## src/hdl/cq_irq_map.svh

```systemverilog
// Purpose: Offsets, field positions, reset values and timing counts of the
//          completion-queue interrupt block.
// Assumes: AXI4-Lite, 32-bit data, byte addresses.
// Notes:   Definitions only.
`ifndef CQ_IRQ_MAP_SVH
`define CQ_IRQ_MAP_SVH

`define OFS_MASK_SET      8'h00
`define OFS_MASK_CLEAR    8'h04
`define OFS_MODE_CTRL     8'h08
`define OFS_CQ_ENABLE     8'h0c
`define OFS_STATUS        8'h10
`define OFS_COAL          8'h14
`define OFS_QCOUNT        8'h18
`define OFS_SQ_DELETE     8'h1c
`define OFS_CQ_VEC_BASE   8'h40

`define BIT_MSI_ENABLE    0
`define BIT_MSIX_ENABLE   1
`define POS_MME_LO        4
`define POS_MME_HI        6
`define POS_MODE_LO       8
`define POS_MODE_HI       9
`define BIT_SQ_DEL_DONE   31

`define RST_MASK          32'h0000_0000
`define RST_MODE_CTRL     32'h0000_0000
`define RST_COAL          32'h0000_0000

`define MSG_BUSY_CYCLES   4
`endif

```

## src/hdl/cq_irq_pkg.sv

```systemverilog
// Purpose: Types shared by the completion-queue interrupt block.
// Assumes: Used together with cq_irq_map.svh.
// Notes:   Types only; numbers live in the map header.
package cq_irq_pkg;

  typedef enum logic [1:0] {
    MODE_PIN    = 2'b00,
    MODE_MSI1   = 2'b01,
    MODE_MSIM   = 2'b10,
    MODE_MSIX   = 2'b11
  } irq_mode_t;

  typedef struct packed {
    logic        valid;
    logic [4:0]  vector;
  } msg_req_t;

  typedef struct packed {
    logic        req;
    logic [15:0] sq_granted;
    logic [15:0] cq_granted;
  } qcount_t;

endpackage

```

## src/hdl/vector_status.sv

```systemverilog
// Purpose: Per-vector hidden status and message event detection.
// Assumes: Inputs are on ref_clk.
// Notes:   One generate slice per vector.
`timescale 1ns/1ps
`include "cq_irq_map.svh"
module vector_status #(
  parameter int NVEC = 32
) (
  input  wire logic            ref_clk,
  input  wire logic            rst_n,
  input  wire logic [NVEC-1:0] cq_pending,
  input  wire logic [NVEC-1:0] vec_irq_en,
  input  wire logic [NVEC-1:0] vec_mask,
  input  wire logic [NVEC-1:0] vec_live,
  output logic      [NVEC-1:0] status_reg,
  output logic      [NVEC-1:0] event_pulse
);
  initial begin
    if (NVEC < 1 || NVEC > 32) $error("NVEC must be 1..32");
  end

  logic [NVEC-1:0] mask_d_reg;

  genvar g;
  generate
    for (g = 0; g < NVEC; g++) begin : g_vec
      logic status_next;
      assign status_next = vec_live[g] & cq_pending[g] & vec_irq_en[g] & ~vec_mask[g];
      always_ff @(posedge ref_clk or negedge rst_n) begin
        if (!rst_n) begin
          status_reg[g] <= 1'b0;
          mask_d_reg[g] <= 1'b0;
        end else begin
          status_reg[g] <= status_next;
          mask_d_reg[g] <= vec_mask[g];
        end
      end
      // Rising edge of status, or unmask while pending work is already present
      assign event_pulse[g] = (status_next & ~status_reg[g])
                            | (mask_d_reg[g] & ~vec_mask[g] & status_next);
    end
  endgenerate
endmodule

```

## src/hdl/msg_queue.sv

```systemverilog
// Purpose: Holds one pending message request per vector and issues them.
// Assumes: Message port takes a request in any cycle where msg_ready is high with msg_valid.
// Notes:   A pending bit merges repeated events on one vector while busy.
`timescale 1ns/1ps
`include "cq_irq_map.svh"
module msg_queue #(
  parameter int NVEC = 32
) (
  input  wire logic            ref_clk,
  input  wire logic            rst_n,
  input  wire logic [NVEC-1:0] event_pulse,
  input  wire logic [NVEC-1:0] still_set,
  input  wire logic            msg_mode,
  input  wire logic            msg_ready,
  output logic                 msg_valid_reg,
  output logic [4:0]           msg_vector_reg
);
  initial begin
    if (NVEC < 1 || NVEC > 32) $error("NVEC must be 1..32");
  end

  logic [NVEC-1:0] pend_reg;
  logic [NVEC-1:0] pend_next;
  logic            found;
  logic [4:0]      pick;
  logic            take;

  assign take = msg_valid_reg & msg_ready;

  always_comb begin
    found = 1'b0;
    pick  = 5'h00;
    for (int i = NVEC - 1; i >= 0; i--) begin
      if (pend_reg[i]) begin
        found = 1'b1;
        pick  = 5'(i);
      end
    end
  end

  // Set beats clear; drop requests whose status already fell
  always_comb begin
    pend_next = pend_reg & still_set;
    if (take) begin
      pend_next[msg_vector_reg] = 1'b0;
    end
    pend_next = msg_mode ? (pend_next | event_pulse) : '0;
  end

  always_ff @(posedge ref_clk or negedge rst_n) begin
    if (!rst_n) begin
      pend_reg <= '0;
    end else begin
      pend_reg <= pend_next;
    end
  end

  always_ff @(posedge ref_clk or negedge rst_n) begin
    if (!rst_n) begin
      msg_valid_reg  <= 1'b0;
      msg_vector_reg <= 5'h00;
    end else if (!msg_valid_reg || take) begin
      msg_valid_reg  <= found & ~take & msg_mode;
      msg_vector_reg <= pick;
    end
  end
endmodule

```

## src/hdl/cq_irq_ctrl.sv

```systemverilog
// Purpose: Completion-queue interrupt controller for pin, single MSI and
//          multiple MSI modes, with an AXI4-Lite register slave.
// Assumes: Queue engine supplies per-vector pending and enable levels on
//          ref_clk; PCIe core consumes the wire level and message requests.
// Notes:   Coalescing values are stored and read back but not applied.
//
// Summary of operation
// - Exactly one of pin, single MSI, multiple MSI or MSI-X modes is active.
// - MSI off and MSI-X off selects pin-based behaviour.
// - MSI on, multi-message field zero, MSI-X off selects single MSI.
// - MSI on, multi-message field one, MSI-X off selects multiple MSI.
// - A hidden per-vector status vector alone decides wire or message; here it is readable at OFS_STATUS.
// - Status bit set only with pending entries, queue irq enabled, vector unmasked.
// - Mask is applied before message logic; masked vectors never pend.
// - With MSI off, wire is driven low while status bit zero is one.
// - MSI sends one message per unmasked rising status bit or unmask-while-set.
// - Partial acknowledgement keeps wire active or sends a new message.
// - All status bits zero releases the wire and sends no message.
// - Admin completion queue interrupts are never delayed.
// - Aggregation threshold is advisory only.
// - Aggregation time is advisory, per vector or global.
// - Coalescing parameters are accepted and read back but unused.
// - Granted queue counts are reported for the queue-count request.
// - SQ deletion reported only after all its commands finish or abort.
// - Mask bit index equals vector; set and clear registers are write-one.
// - Pin and single MSI use one vector; multiple MSI up to thirty-two.
`timescale 1ns/1ps
`include "cq_irq_map.svh"
module cq_irq_ctrl
  import cq_irq_pkg::*;
#(
  parameter int NVEC = 32
) (
  input  wire logic               ref_clk,
  input  wire logic               rst_n,
  input  wire logic [7:0]         s_axi_awaddr,
  input  wire logic               s_axi_awvalid,
  output logic                    s_axi_awready,
  input  wire logic [31:0]        s_axi_wdata,
  input  wire logic [3:0]         s_axi_wstrb,
  input  wire logic               s_axi_wvalid,
  output logic                    s_axi_wready,
  output logic [1:0]              s_axi_bresp,
  output logic                    s_axi_bvalid,
  input  wire logic               s_axi_bready,
  input  wire logic [7:0]         s_axi_araddr,
  input  wire logic               s_axi_arvalid,
  output logic                    s_axi_arready,
  output logic [31:0]             s_axi_rdata,
  output logic [1:0]              s_axi_rresp,
  output logic                    s_axi_rvalid,
  input  wire logic               s_axi_rready,
  input  wire logic [NVEC-1:0]    cq_pending,
  input  wire logic [NVEC-1:0]    cq_irq_enable,
  input  wire logic               admin_cq_pending,
  input  wire cq_irq_pkg::qcount_t qcount_in,
  input  wire logic               sq_drained,
  input  wire logic               msg_ready,
  output logic                    msg_valid,
  output logic [4:0]              msg_vector,
  output logic                    irq_wire_n,
  output cq_irq_pkg::qcount_t     qcount_out,
  output logic                    sq_delete_done
);
  import cq_irq_pkg::*;

  initial begin
    if (NVEC < 1 || NVEC > 32) $error("NVEC must be 1..32");
  end

  ////////////////////////////////////////////////////////////////////////////
  // Register state

  logic [NVEC-1:0] vector_mask_reg;
  logic [31:0]     mode_ctrl_reg;
  logic [31:0]     coal_reg;
  logic [NVEC-1:0] status_vec;
  logic [NVEC-1:0] event_pulse;
  logic [NVEC-1:0] vec_live;
  logic [NVEC-1:0] pend_in;
  irq_mode_t       mode;
  logic            msi_en;
  logic            msix_en;
  logic [2:0]      mme;
  logic            sq_del_req_reg;

  assign msi_en  = mode_ctrl_reg[`BIT_MSI_ENABLE];
  assign msix_en = mode_ctrl_reg[`BIT_MSIX_ENABLE];
  assign mme     = mode_ctrl_reg[`POS_MME_HI:`POS_MME_LO];

  // Unsupported field codes fall back to single MSI rather than guessing
  always_comb begin
    if (msix_en) begin
      mode = MODE_MSIX;
    end else if (!msi_en) begin
      mode = MODE_PIN;
    end else if (mme == 3'h1) begin
      mode = MODE_MSIM;
    end else begin
      mode = MODE_MSI1;
    end
  end

  // Vector 0 only in pin and single MSI, no vector in MSI-X; admin CQ always feeds vector 0
  always_comb begin
    vec_live = (mode == MODE_MSIM) ? '1 : NVEC'(1);
    if (mode == MODE_MSIX) begin
      vec_live = '0;
    end
    pend_in    = cq_pending;
    pend_in[0] = cq_pending[0] | admin_cq_pending;
  end

  ////////////////////////////////////////////////////////////////////////////
  // Status and messages

  vector_status #(
    .NVEC (NVEC)
  ) u_status (
    .ref_clk     (ref_clk),
    .rst_n       (rst_n),
    .cq_pending  (pend_in),
    .vec_irq_en  (cq_irq_enable | NVEC'(admin_cq_pending)),
    .vec_mask    (vector_mask_reg),
    .vec_live    (vec_live),
    .status_reg  (status_vec),
    .event_pulse (event_pulse)
  );

  logic [NVEC-1:0] partial_ack;
  logic [NVEC-1:0] status_d_reg;

  // Some bits fell while others stay set: fresh message on every survivor
  always_ff @(posedge ref_clk or negedge rst_n) begin
    if (!rst_n) begin
      status_d_reg <= '0;
    end else begin
      status_d_reg <= status_vec;
    end
  end
  assign partial_ack = ((status_d_reg & ~status_vec) != '0) ? status_vec : '0;

  msg_queue #(
    .NVEC (NVEC)
  ) u_msgq (
    .ref_clk        (ref_clk),
    .rst_n          (rst_n),
    .event_pulse    (event_pulse | partial_ack),
    .still_set      (status_vec | event_pulse),
    .msg_mode       (mode == MODE_MSI1 || mode == MODE_MSIM),
    .msg_ready      (msg_ready),
    .msg_valid_reg  (msg_valid),
    .msg_vector_reg (msg_vector)
  );

  // Coalescing is advisory, so no delay is inserted anywhere
  always_ff @(posedge ref_clk or negedge rst_n) begin
    if (!rst_n) begin
      irq_wire_n <= 1'b1;
    end else begin
      irq_wire_n <= !((mode == MODE_PIN) && status_vec[0]);
    end
  end

  ////////////////////////////////////////////////////////////////////////////
  // Queue-count report and SQ delete completion

  always_ff @(posedge ref_clk or negedge rst_n) begin
    if (!rst_n) begin
      qcount_out <= '0;
    end else begin
      qcount_out <= qcount_in;
    end
  end

  always_ff @(posedge ref_clk or negedge rst_n) begin
    if (!rst_n) begin
      sq_delete_done <= 1'b0;
    end else begin
      sq_delete_done <= sq_del_req_reg & sq_drained;
    end
  end

  ////////////////////////////////////////////////////////////////////////////
  // AXI4-Lite write channel

  logic        aw_held_reg;
  logic        w_held_reg;
  logic [7:0]  awaddr_reg;
  logic [31:0] wdata_reg;
  logic [3:0]  wstrb_reg;
  logic        do_write;
  logic [31:0] wmask;

  assign do_write = aw_held_reg & w_held_reg & ~s_axi_bvalid;
  assign wmask    = {{8{wstrb_reg[3]}}, {8{wstrb_reg[2]}}, {8{wstrb_reg[1]}}, {8{wstrb_reg[0]}}};

  always_ff @(posedge ref_clk or negedge rst_n) begin
    if (!rst_n) begin
      aw_held_reg   <= 1'b0;
      w_held_reg    <= 1'b0;
      awaddr_reg    <= 8'h00;
      wdata_reg     <= 32'h0000_0000;
      wstrb_reg     <= 4'h0;
      s_axi_awready <= 1'b1;
      s_axi_wready  <= 1'b1;
      s_axi_bvalid  <= 1'b0;
      s_axi_bresp   <= 2'b00;
    end else begin
      if (s_axi_awvalid && s_axi_awready) begin
        aw_held_reg   <= 1'b1;
        awaddr_reg    <= s_axi_awaddr;
        s_axi_awready <= 1'b0;
      end
      if (s_axi_wvalid && s_axi_wready) begin
        w_held_reg   <= 1'b1;
        wdata_reg    <= s_axi_wdata;
        wstrb_reg    <= s_axi_wstrb;
        s_axi_wready <= 1'b0;
      end
      if (do_write) begin
        s_axi_bvalid <= 1'b1;
        s_axi_bresp  <= (awaddr_reg > `OFS_SQ_DELETE) ? 2'b10 : 2'b00;
        aw_held_reg  <= 1'b0;
        w_held_reg   <= 1'b0;
      end
      if (s_axi_bvalid && s_axi_bready) begin
        s_axi_bvalid  <= 1'b0;
        s_axi_awready <= 1'b1;
        s_axi_wready  <= 1'b1;
      end
    end
  end

  // Mask set/clear are write-one; simultaneous set and clear of a bit keeps it set
  always_ff @(posedge ref_clk or negedge rst_n) begin
    if (!rst_n) begin
      vector_mask_reg <= NVEC'(`RST_MASK);
    end else if (do_write && awaddr_reg == `OFS_MASK_SET) begin
      vector_mask_reg <= vector_mask_reg | NVEC'(wdata_reg & wmask);
    end else if (do_write && awaddr_reg == `OFS_MASK_CLEAR) begin
      vector_mask_reg <= vector_mask_reg & ~NVEC'(wdata_reg & wmask);
    end
  end

  always_ff @(posedge ref_clk or negedge rst_n) begin
    if (!rst_n) begin
      mode_ctrl_reg <= `RST_MODE_CTRL;
    end else if (do_write && awaddr_reg == `OFS_MODE_CTRL) begin
      mode_ctrl_reg <= (mode_ctrl_reg & ~wmask) | (wdata_reg & wmask);
    end
  end

  always_ff @(posedge ref_clk or negedge rst_n) begin
    if (!rst_n) begin
      coal_reg <= `RST_COAL;
    end else if (do_write && awaddr_reg == `OFS_COAL) begin
      coal_reg <= (coal_reg & ~wmask) | (wdata_reg & wmask);
    end
  end

  always_ff @(posedge ref_clk or negedge rst_n) begin
    if (!rst_n) begin
      sq_del_req_reg <= 1'b0;
    end else if (do_write && awaddr_reg == `OFS_SQ_DELETE && wdata_reg[0]) begin
      sq_del_req_reg <= 1'b1;
    end else if (sq_drained) begin
      sq_del_req_reg <= 1'b0;
    end
  end

  ////////////////////////////////////////////////////////////////////////////
  // AXI4-Lite read channel

  logic [31:0] rd_word;

  always_comb begin
    rd_word = 32'h0000_0000;
    unique case (s_axi_araddr)
      `OFS_MASK_SET, `OFS_MASK_CLEAR: rd_word = 32'(vector_mask_reg);
      `OFS_MODE_CTRL: rd_word = {mode_ctrl_reg[31:10], mode, mode_ctrl_reg[7:0]};
      `OFS_CQ_ENABLE: rd_word = 32'(cq_irq_enable);
      `OFS_STATUS:    rd_word = 32'(status_vec);
      `OFS_COAL:      rd_word = coal_reg;
      `OFS_QCOUNT:    rd_word = {qcount_out.sq_granted, qcount_out.cq_granted};
      `OFS_SQ_DELETE: rd_word = {sq_delete_done, 30'h0, sq_del_req_reg};
      default:        rd_word = 32'h0000_0000;
    endcase
  end

  always_ff @(posedge ref_clk or negedge rst_n) begin
    if (!rst_n) begin
      s_axi_arready <= 1'b1;
      s_axi_rvalid  <= 1'b0;
      s_axi_rdata   <= 32'h0000_0000;
      s_axi_rresp   <= 2'b00;
    end else if (s_axi_arvalid && s_axi_arready) begin
      s_axi_arready <= 1'b0;
      s_axi_rvalid  <= 1'b1;
      s_axi_rdata   <= rd_word;
      s_axi_rresp   <= (s_axi_araddr > `OFS_SQ_DELETE) ? 2'b10 : 2'b00;
    end else if (s_axi_rvalid && s_axi_rready) begin
      s_axi_rvalid  <= 1'b0;
      s_axi_arready <= 1'b1;
    end
  end
endmodule

```

## config.mk

```make
export PLATFORM = sky130hd
export DESIGN_NAME = cq_irq_ctrl
export DESIGN_NICKNAME = d
export VERILOG_FILES = /design/src/hdl/cq_irq_pkg.sv /design/src/hdl/vector_status.sv /design/src/hdl/msg_queue.sv /design/src/hdl/cq_irq_ctrl.sv
export VERILOG_INCLUDE_DIRS = /design/src /design/src/hdl
export SDC_FILE = /design/constraint.sdc
export NUM_CORES = 1
export LEC_CHECK = 0
export ABC_AREA = 1
export BUFFER_PORTS_ARGS = -buffer_cell sky130_fd_sc_hd__buf_2
export CAP_MARGIN = 30
export CELL_PAD_IN_SITES_DETAIL_PLACEMENT = 1
export CELL_PAD_IN_SITES_GLOBAL_PLACEMENT = 1
export CORE_ASPECT_RATIO = 0.5
export CORE_MARGIN = 1.5
export CORE_UTILIZATION = 46
export DETAILED_ROUTE_END_ITERATION = 8
export MAX_ROUTING_LAYER = met4
export PLACE_DENSITY_LB_ADDON = 0.15
export SKIP_LAST_GASP = 1
export SLEW_MARGIN = 15
export SYNTH_ARGS = -nofsm -noshare
export SYNTH_HDL_FRONTEND = slang
export SYNTH_SLANG_ARGS = --single-unit
```

## constraint.sdc

```tcl
create_clock -name ref_clk -period 3.61 [get_ports ref_clk]
set_input_delay 0.5415 -clock ref_clk [delete_from_list [all_inputs] [get_ports ref_clk]]
set_output_delay 0.5415 -clock ref_clk [all_outputs]
set_load 0.03 [all_outputs]
```

==> metrics.json <==
{
  "run_status": {"value": "complete, no violations"},
  "final.min_clock_period": {"value": 2.82, "unit": "ns"},
  "netlist-cell-type-count": {"value": 37},
  "cts.hold.buffers_added": {"value": 1},
  "die-width": {"value": 253, "unit": "um"},
  "synth-seq-cells": {"value": 349},
  "die_height": {"value": 128, "unit": "um"},
  "cp.arrival": {"value": 3.25, "unit": "ns"},
  "synth_cells": {"value": 1550},
  "finalSetupViolCount": {"value": 0},
  "post-synth-top-count-cell": {"value": "sky130_fd_sc_hd__dfrtp_1"},
  "port-buffer-count": {"value": 238},
  "grt_setup_unrepaired": {"value": "false"},
  "post_cts.resized_instances": {"value": 0},
  "synth_top_cell_by_area": {"value": "sky130_fd_sc_hd__dfrtp_1"},
  "max_buffers_root_to_sink": {"value": 3},
  "insertion_delay": {"value": 0.57, "unit": "ns"},
  "layout-drive-gt1-share": {"value": 0.180},
  "clk_pin_slew": {"value": 0.07, "unit": "ns"},
  "criticalPathCategory": {"value": "register to register"},
  "hp-class": {"value": "primary input to register"},
  "ys_dominant_reg_cell": {"value": "sky130_fd_sc_hd__dfrtp_1"},
  "maxSlewHeadroom": {"value": 0.387},
  "route.vias.total": {"value": 12800},
  "grt_first_pass_wirelength": {"value": 85.7, "unit": "mm"},
  "drtAntennaViolNets": {"value": 0},
  "worstSetupEndpointType": {"value": "register"},
  "worstMarginPinSlew": {"value": 0.916, "unit": "ns"},
  "fin_cells": {"value": 2245},
  "nets_final": {"value": 1953},
  "clock-skew-final": {"value": 0.0196, "unit": "ns"},
  "totalNegativeSetupSlack": {"value": 0, "unit": "ns"},
  "drt-pass1-iter-count": {"value": 5},
  "cts_tree": {"value": "done"},
  "grt_overflow_total": {"value": 0},
  "clock-root-buffer": {"value": "sky130_fd_sc_hd__clkbuf_16"},
  "cts_setup_buffers": {"value": 0},
  "drt_iter0_markers": {"value": 1224},
  "core_region_area": {"value": 0.0305, "unit": "sq mm"},
  "worstPathMaxFanout": {"value": 19},
  "timing.max_cap.violations": {"value": 0},
  "tritoncts_buffer_count": {"value": 31},
  "proportion_of_register_bits_with_asynchronous_set_or_reset_after_synthesis": {"value": 1.00},
  "post_route_drc": {"value": 0},
  "grt_use_total": {"value": 0.380},
  "synth.cell_area": {"value": 0.0144, "unit": "sq mm"},
  "synth.area.top_cells": {"value": "sky130_fd_sc_hd__dfrtp_1 60%, sky130_fd_sc_hd__nand2_1 8.9%, sky130_fd_sc_hd__o21ai_0 7.4%, sky130_fd_sc_hd__inv_1 6.1%, sky130_fd_sc_hd__mux2i_1 2.2%"},
  "grt_pass1_vias": {"value": 13000},
  "power-per-cell-area": {"value": 601, "unit": "mW/mm^2"},
  "post_synth_edffs": {"value": 0},
  "finalCritPeriodShare": {"value": 0.783},
  "rows": {"value": 45},
  "ranking_of_synthesized_cells_by_instance_count": {"value": "345 x sky130_fd_sc_hd__dfrtp_1, 339 x sky130_fd_sc_hd__nand2_1, 235 x sky130_fd_sc_hd__inv_1"},
  "detailedPlacementHpwl": {"value": 44.8, "unit": "mm"},
  "critical_path_startpoint_category": {"value": "register"},
  "post_drt_wl_per_cell": {"value": 26.2, "unit": "um"},
  "yosys.area.top_type_share": {"value": 0.601},
  "dp.cells": {"value": 2179},
  "detail_route.wirelength": {"value": 58.8, "unit": "mm"},
  "via_to_cell_ratio": {"value": 5.70},
  "die_footprint": {"value": 0.0324, "unit": "sq mm"},
  "areaGrowthSynthToFinish": {"value": 20.0, "unit": "%"},
  "clock_sinks": {"value": 349},
  "report.final.hold_viol_count": {"value": 0},
  "synthesis.area_per_instance": {"value": 9.26, "unit": "sq um"},
  "worst_ir_drop_vdd": {"value": 0.000535, "unit": "V"},
  "antenna_found_initial": {"value": 4},
  "cellLeakagePower": {"value": 0.00867, "unit": "uW"},
  "initial_core_util": {"value": 0.471},
  "yosys_warnings": {"value": 0},
  "largest_net_degree_at_the_start_of_global_routing": {"value": 76},
  "timing.critical_path.required": {"value": 4.03, "unit": "ns"},
  "gp_congestion": {"value": 1.08},
  "clock.fmax": {"value": 354, "unit": "MHz"},
  "share_of_synthesized_area_occupied_by_flip_flops_and_latches": {"value": 0.609},
  "report.final.slew_viol_count": {"value": 0},
  "h-tree-depth": {"value": 1},
  "floorplan.io_pins": {"value": 241}
}
stage by stage:
step / total power (uW) / util / worst slack (ns) / hold WS [ns] / cell area, sq um
after floorplan: 5840 / - / 1.70 / 0.246 / 14400
after global placement: 6620 / 0.527 / 0.819 / 0.358 / 16100
after detailed placement: 6770 / 0.528 / 0.816 / 0.366 / 16100
after CTS: 10300 / 0.564 / 0.775 / 0.0506 / 17200
after global routing: 10800 / 0.565 / 0.559 / 0.0490 / 17200
final: 10400 / 0.565 / 0.785 / 0.0651 / 17200
kinds of logic after synthesis:
logic type,Yosys count,synth area share
compound gates,343,0.138
buf+inv,295,0.0780
flops,349,0.609
mux,32,0.0223
other cells,1,0.000261
simple gates,530,0.153
per-layer routing:
layer / part of all wire / GRT usage / vias to the layer above / routed length, um
met1: 0.46 / 0.548 / 6643 / 27100
met4: 0.015 / 0.0553 / 0 / 862
met3: 0.11 / 0.145 / 60 / 6730
li1: - / - / 5577 / -
met5: 0 / - / - / 0
met2: 0.41 / 0.516 / 517 / 24100
cell usage in the layout, fill, tap and decap left out, drive strengths merged, types with 2 or more instances in the layout:
master,Yosys,final
a2111oi,2,2
o21ai,212,212
dfstp,4,4
dfrtp,345,345
buf,6,265
diode,0,6
a22o,6,6
nand4,32,32
nand3,55,55
inv,235,236
nor2,81,81
conb,1,2
a311oi,2,2
o22ai,15,15
mux2i,32,32
bufinv,0,5
o221ai,14,14
o2111ai,14,14
a21oi,48,48
nand2,339,339
a221oi,17,17
clkbuf,50,42
nor4,5,5
nor3,17,17
o31ai,2,2
o211ai,2,2
clkinvlp,0,2
clkinv,4,9
o21a,3,3
worst max-delay path, stage by stage (launching register included):
cell and delay [ns]:
sky130_fd_sc_hd__dfrtp_1 0.37, sky130_fd_sc_hd__inv_1 0.12, sky130_fd_sc_hd__a22o_1 0.24, sky130_fd_sc_hd__a221oi_1 0.31
sky130_fd_sc_hd__nand4_1 0.17, sky130_fd_sc_hd__a2111oi_2 0.46, sky130_fd_sc_hd__nand2_1 0.39, sky130_fd_sc_hd__buf_4 0.32
sky130_fd_sc_hd__o21ai_0 0.20, sky130_fd_sc_hd__a21oi_1 0.12
final timing paths:
kind	start	endpoint	slack, ns	depth (start not counted)
max in group asynchronous	rst_n	s_axi_arready	2.10	3
worst min register to register	register	u_status.mask_d_reg[24]	0.38	0
worst max register to register	u_status.status_reg[15]	u_msgq.pend_reg[3]	0.79	9
min in group asynchronous	rst_n	w_held_reg	0.53	2
worst max-delay path	u_status.status_reg[15]	u_msgq.pend_reg[3]	0.79	9
worst min-delay path	qcount_in[32]	qcount_out[32]	0.07	1
where the power goes:
part	total (uW)	internal (uW)	leakage [uW]	switching (uW)
logic	1670	437	0.00346	1230
registers	5130	4580	0.00468	545
clock network	3560	2040	0.000520	1520
total	10400	7060	0.00867	3300
layout make-up:
| cell class | instances | area (sq um) |
|---|---|---|
| clock buffer | 42 | 867 |
| clock inverter | 13 | 203 |
| tap | 423 | 529 |
| sequential | 349 | 8740 |
| antenna | 6 | 15.0 |
| fill | 3577 | 13300 |
| inverter | 239 | 897 |
| multi-input combinational | 907 | 4510 |
| timing repair buffer | 266 | 1480 |
Note: power is estimated with default switching activity, not from simulation.
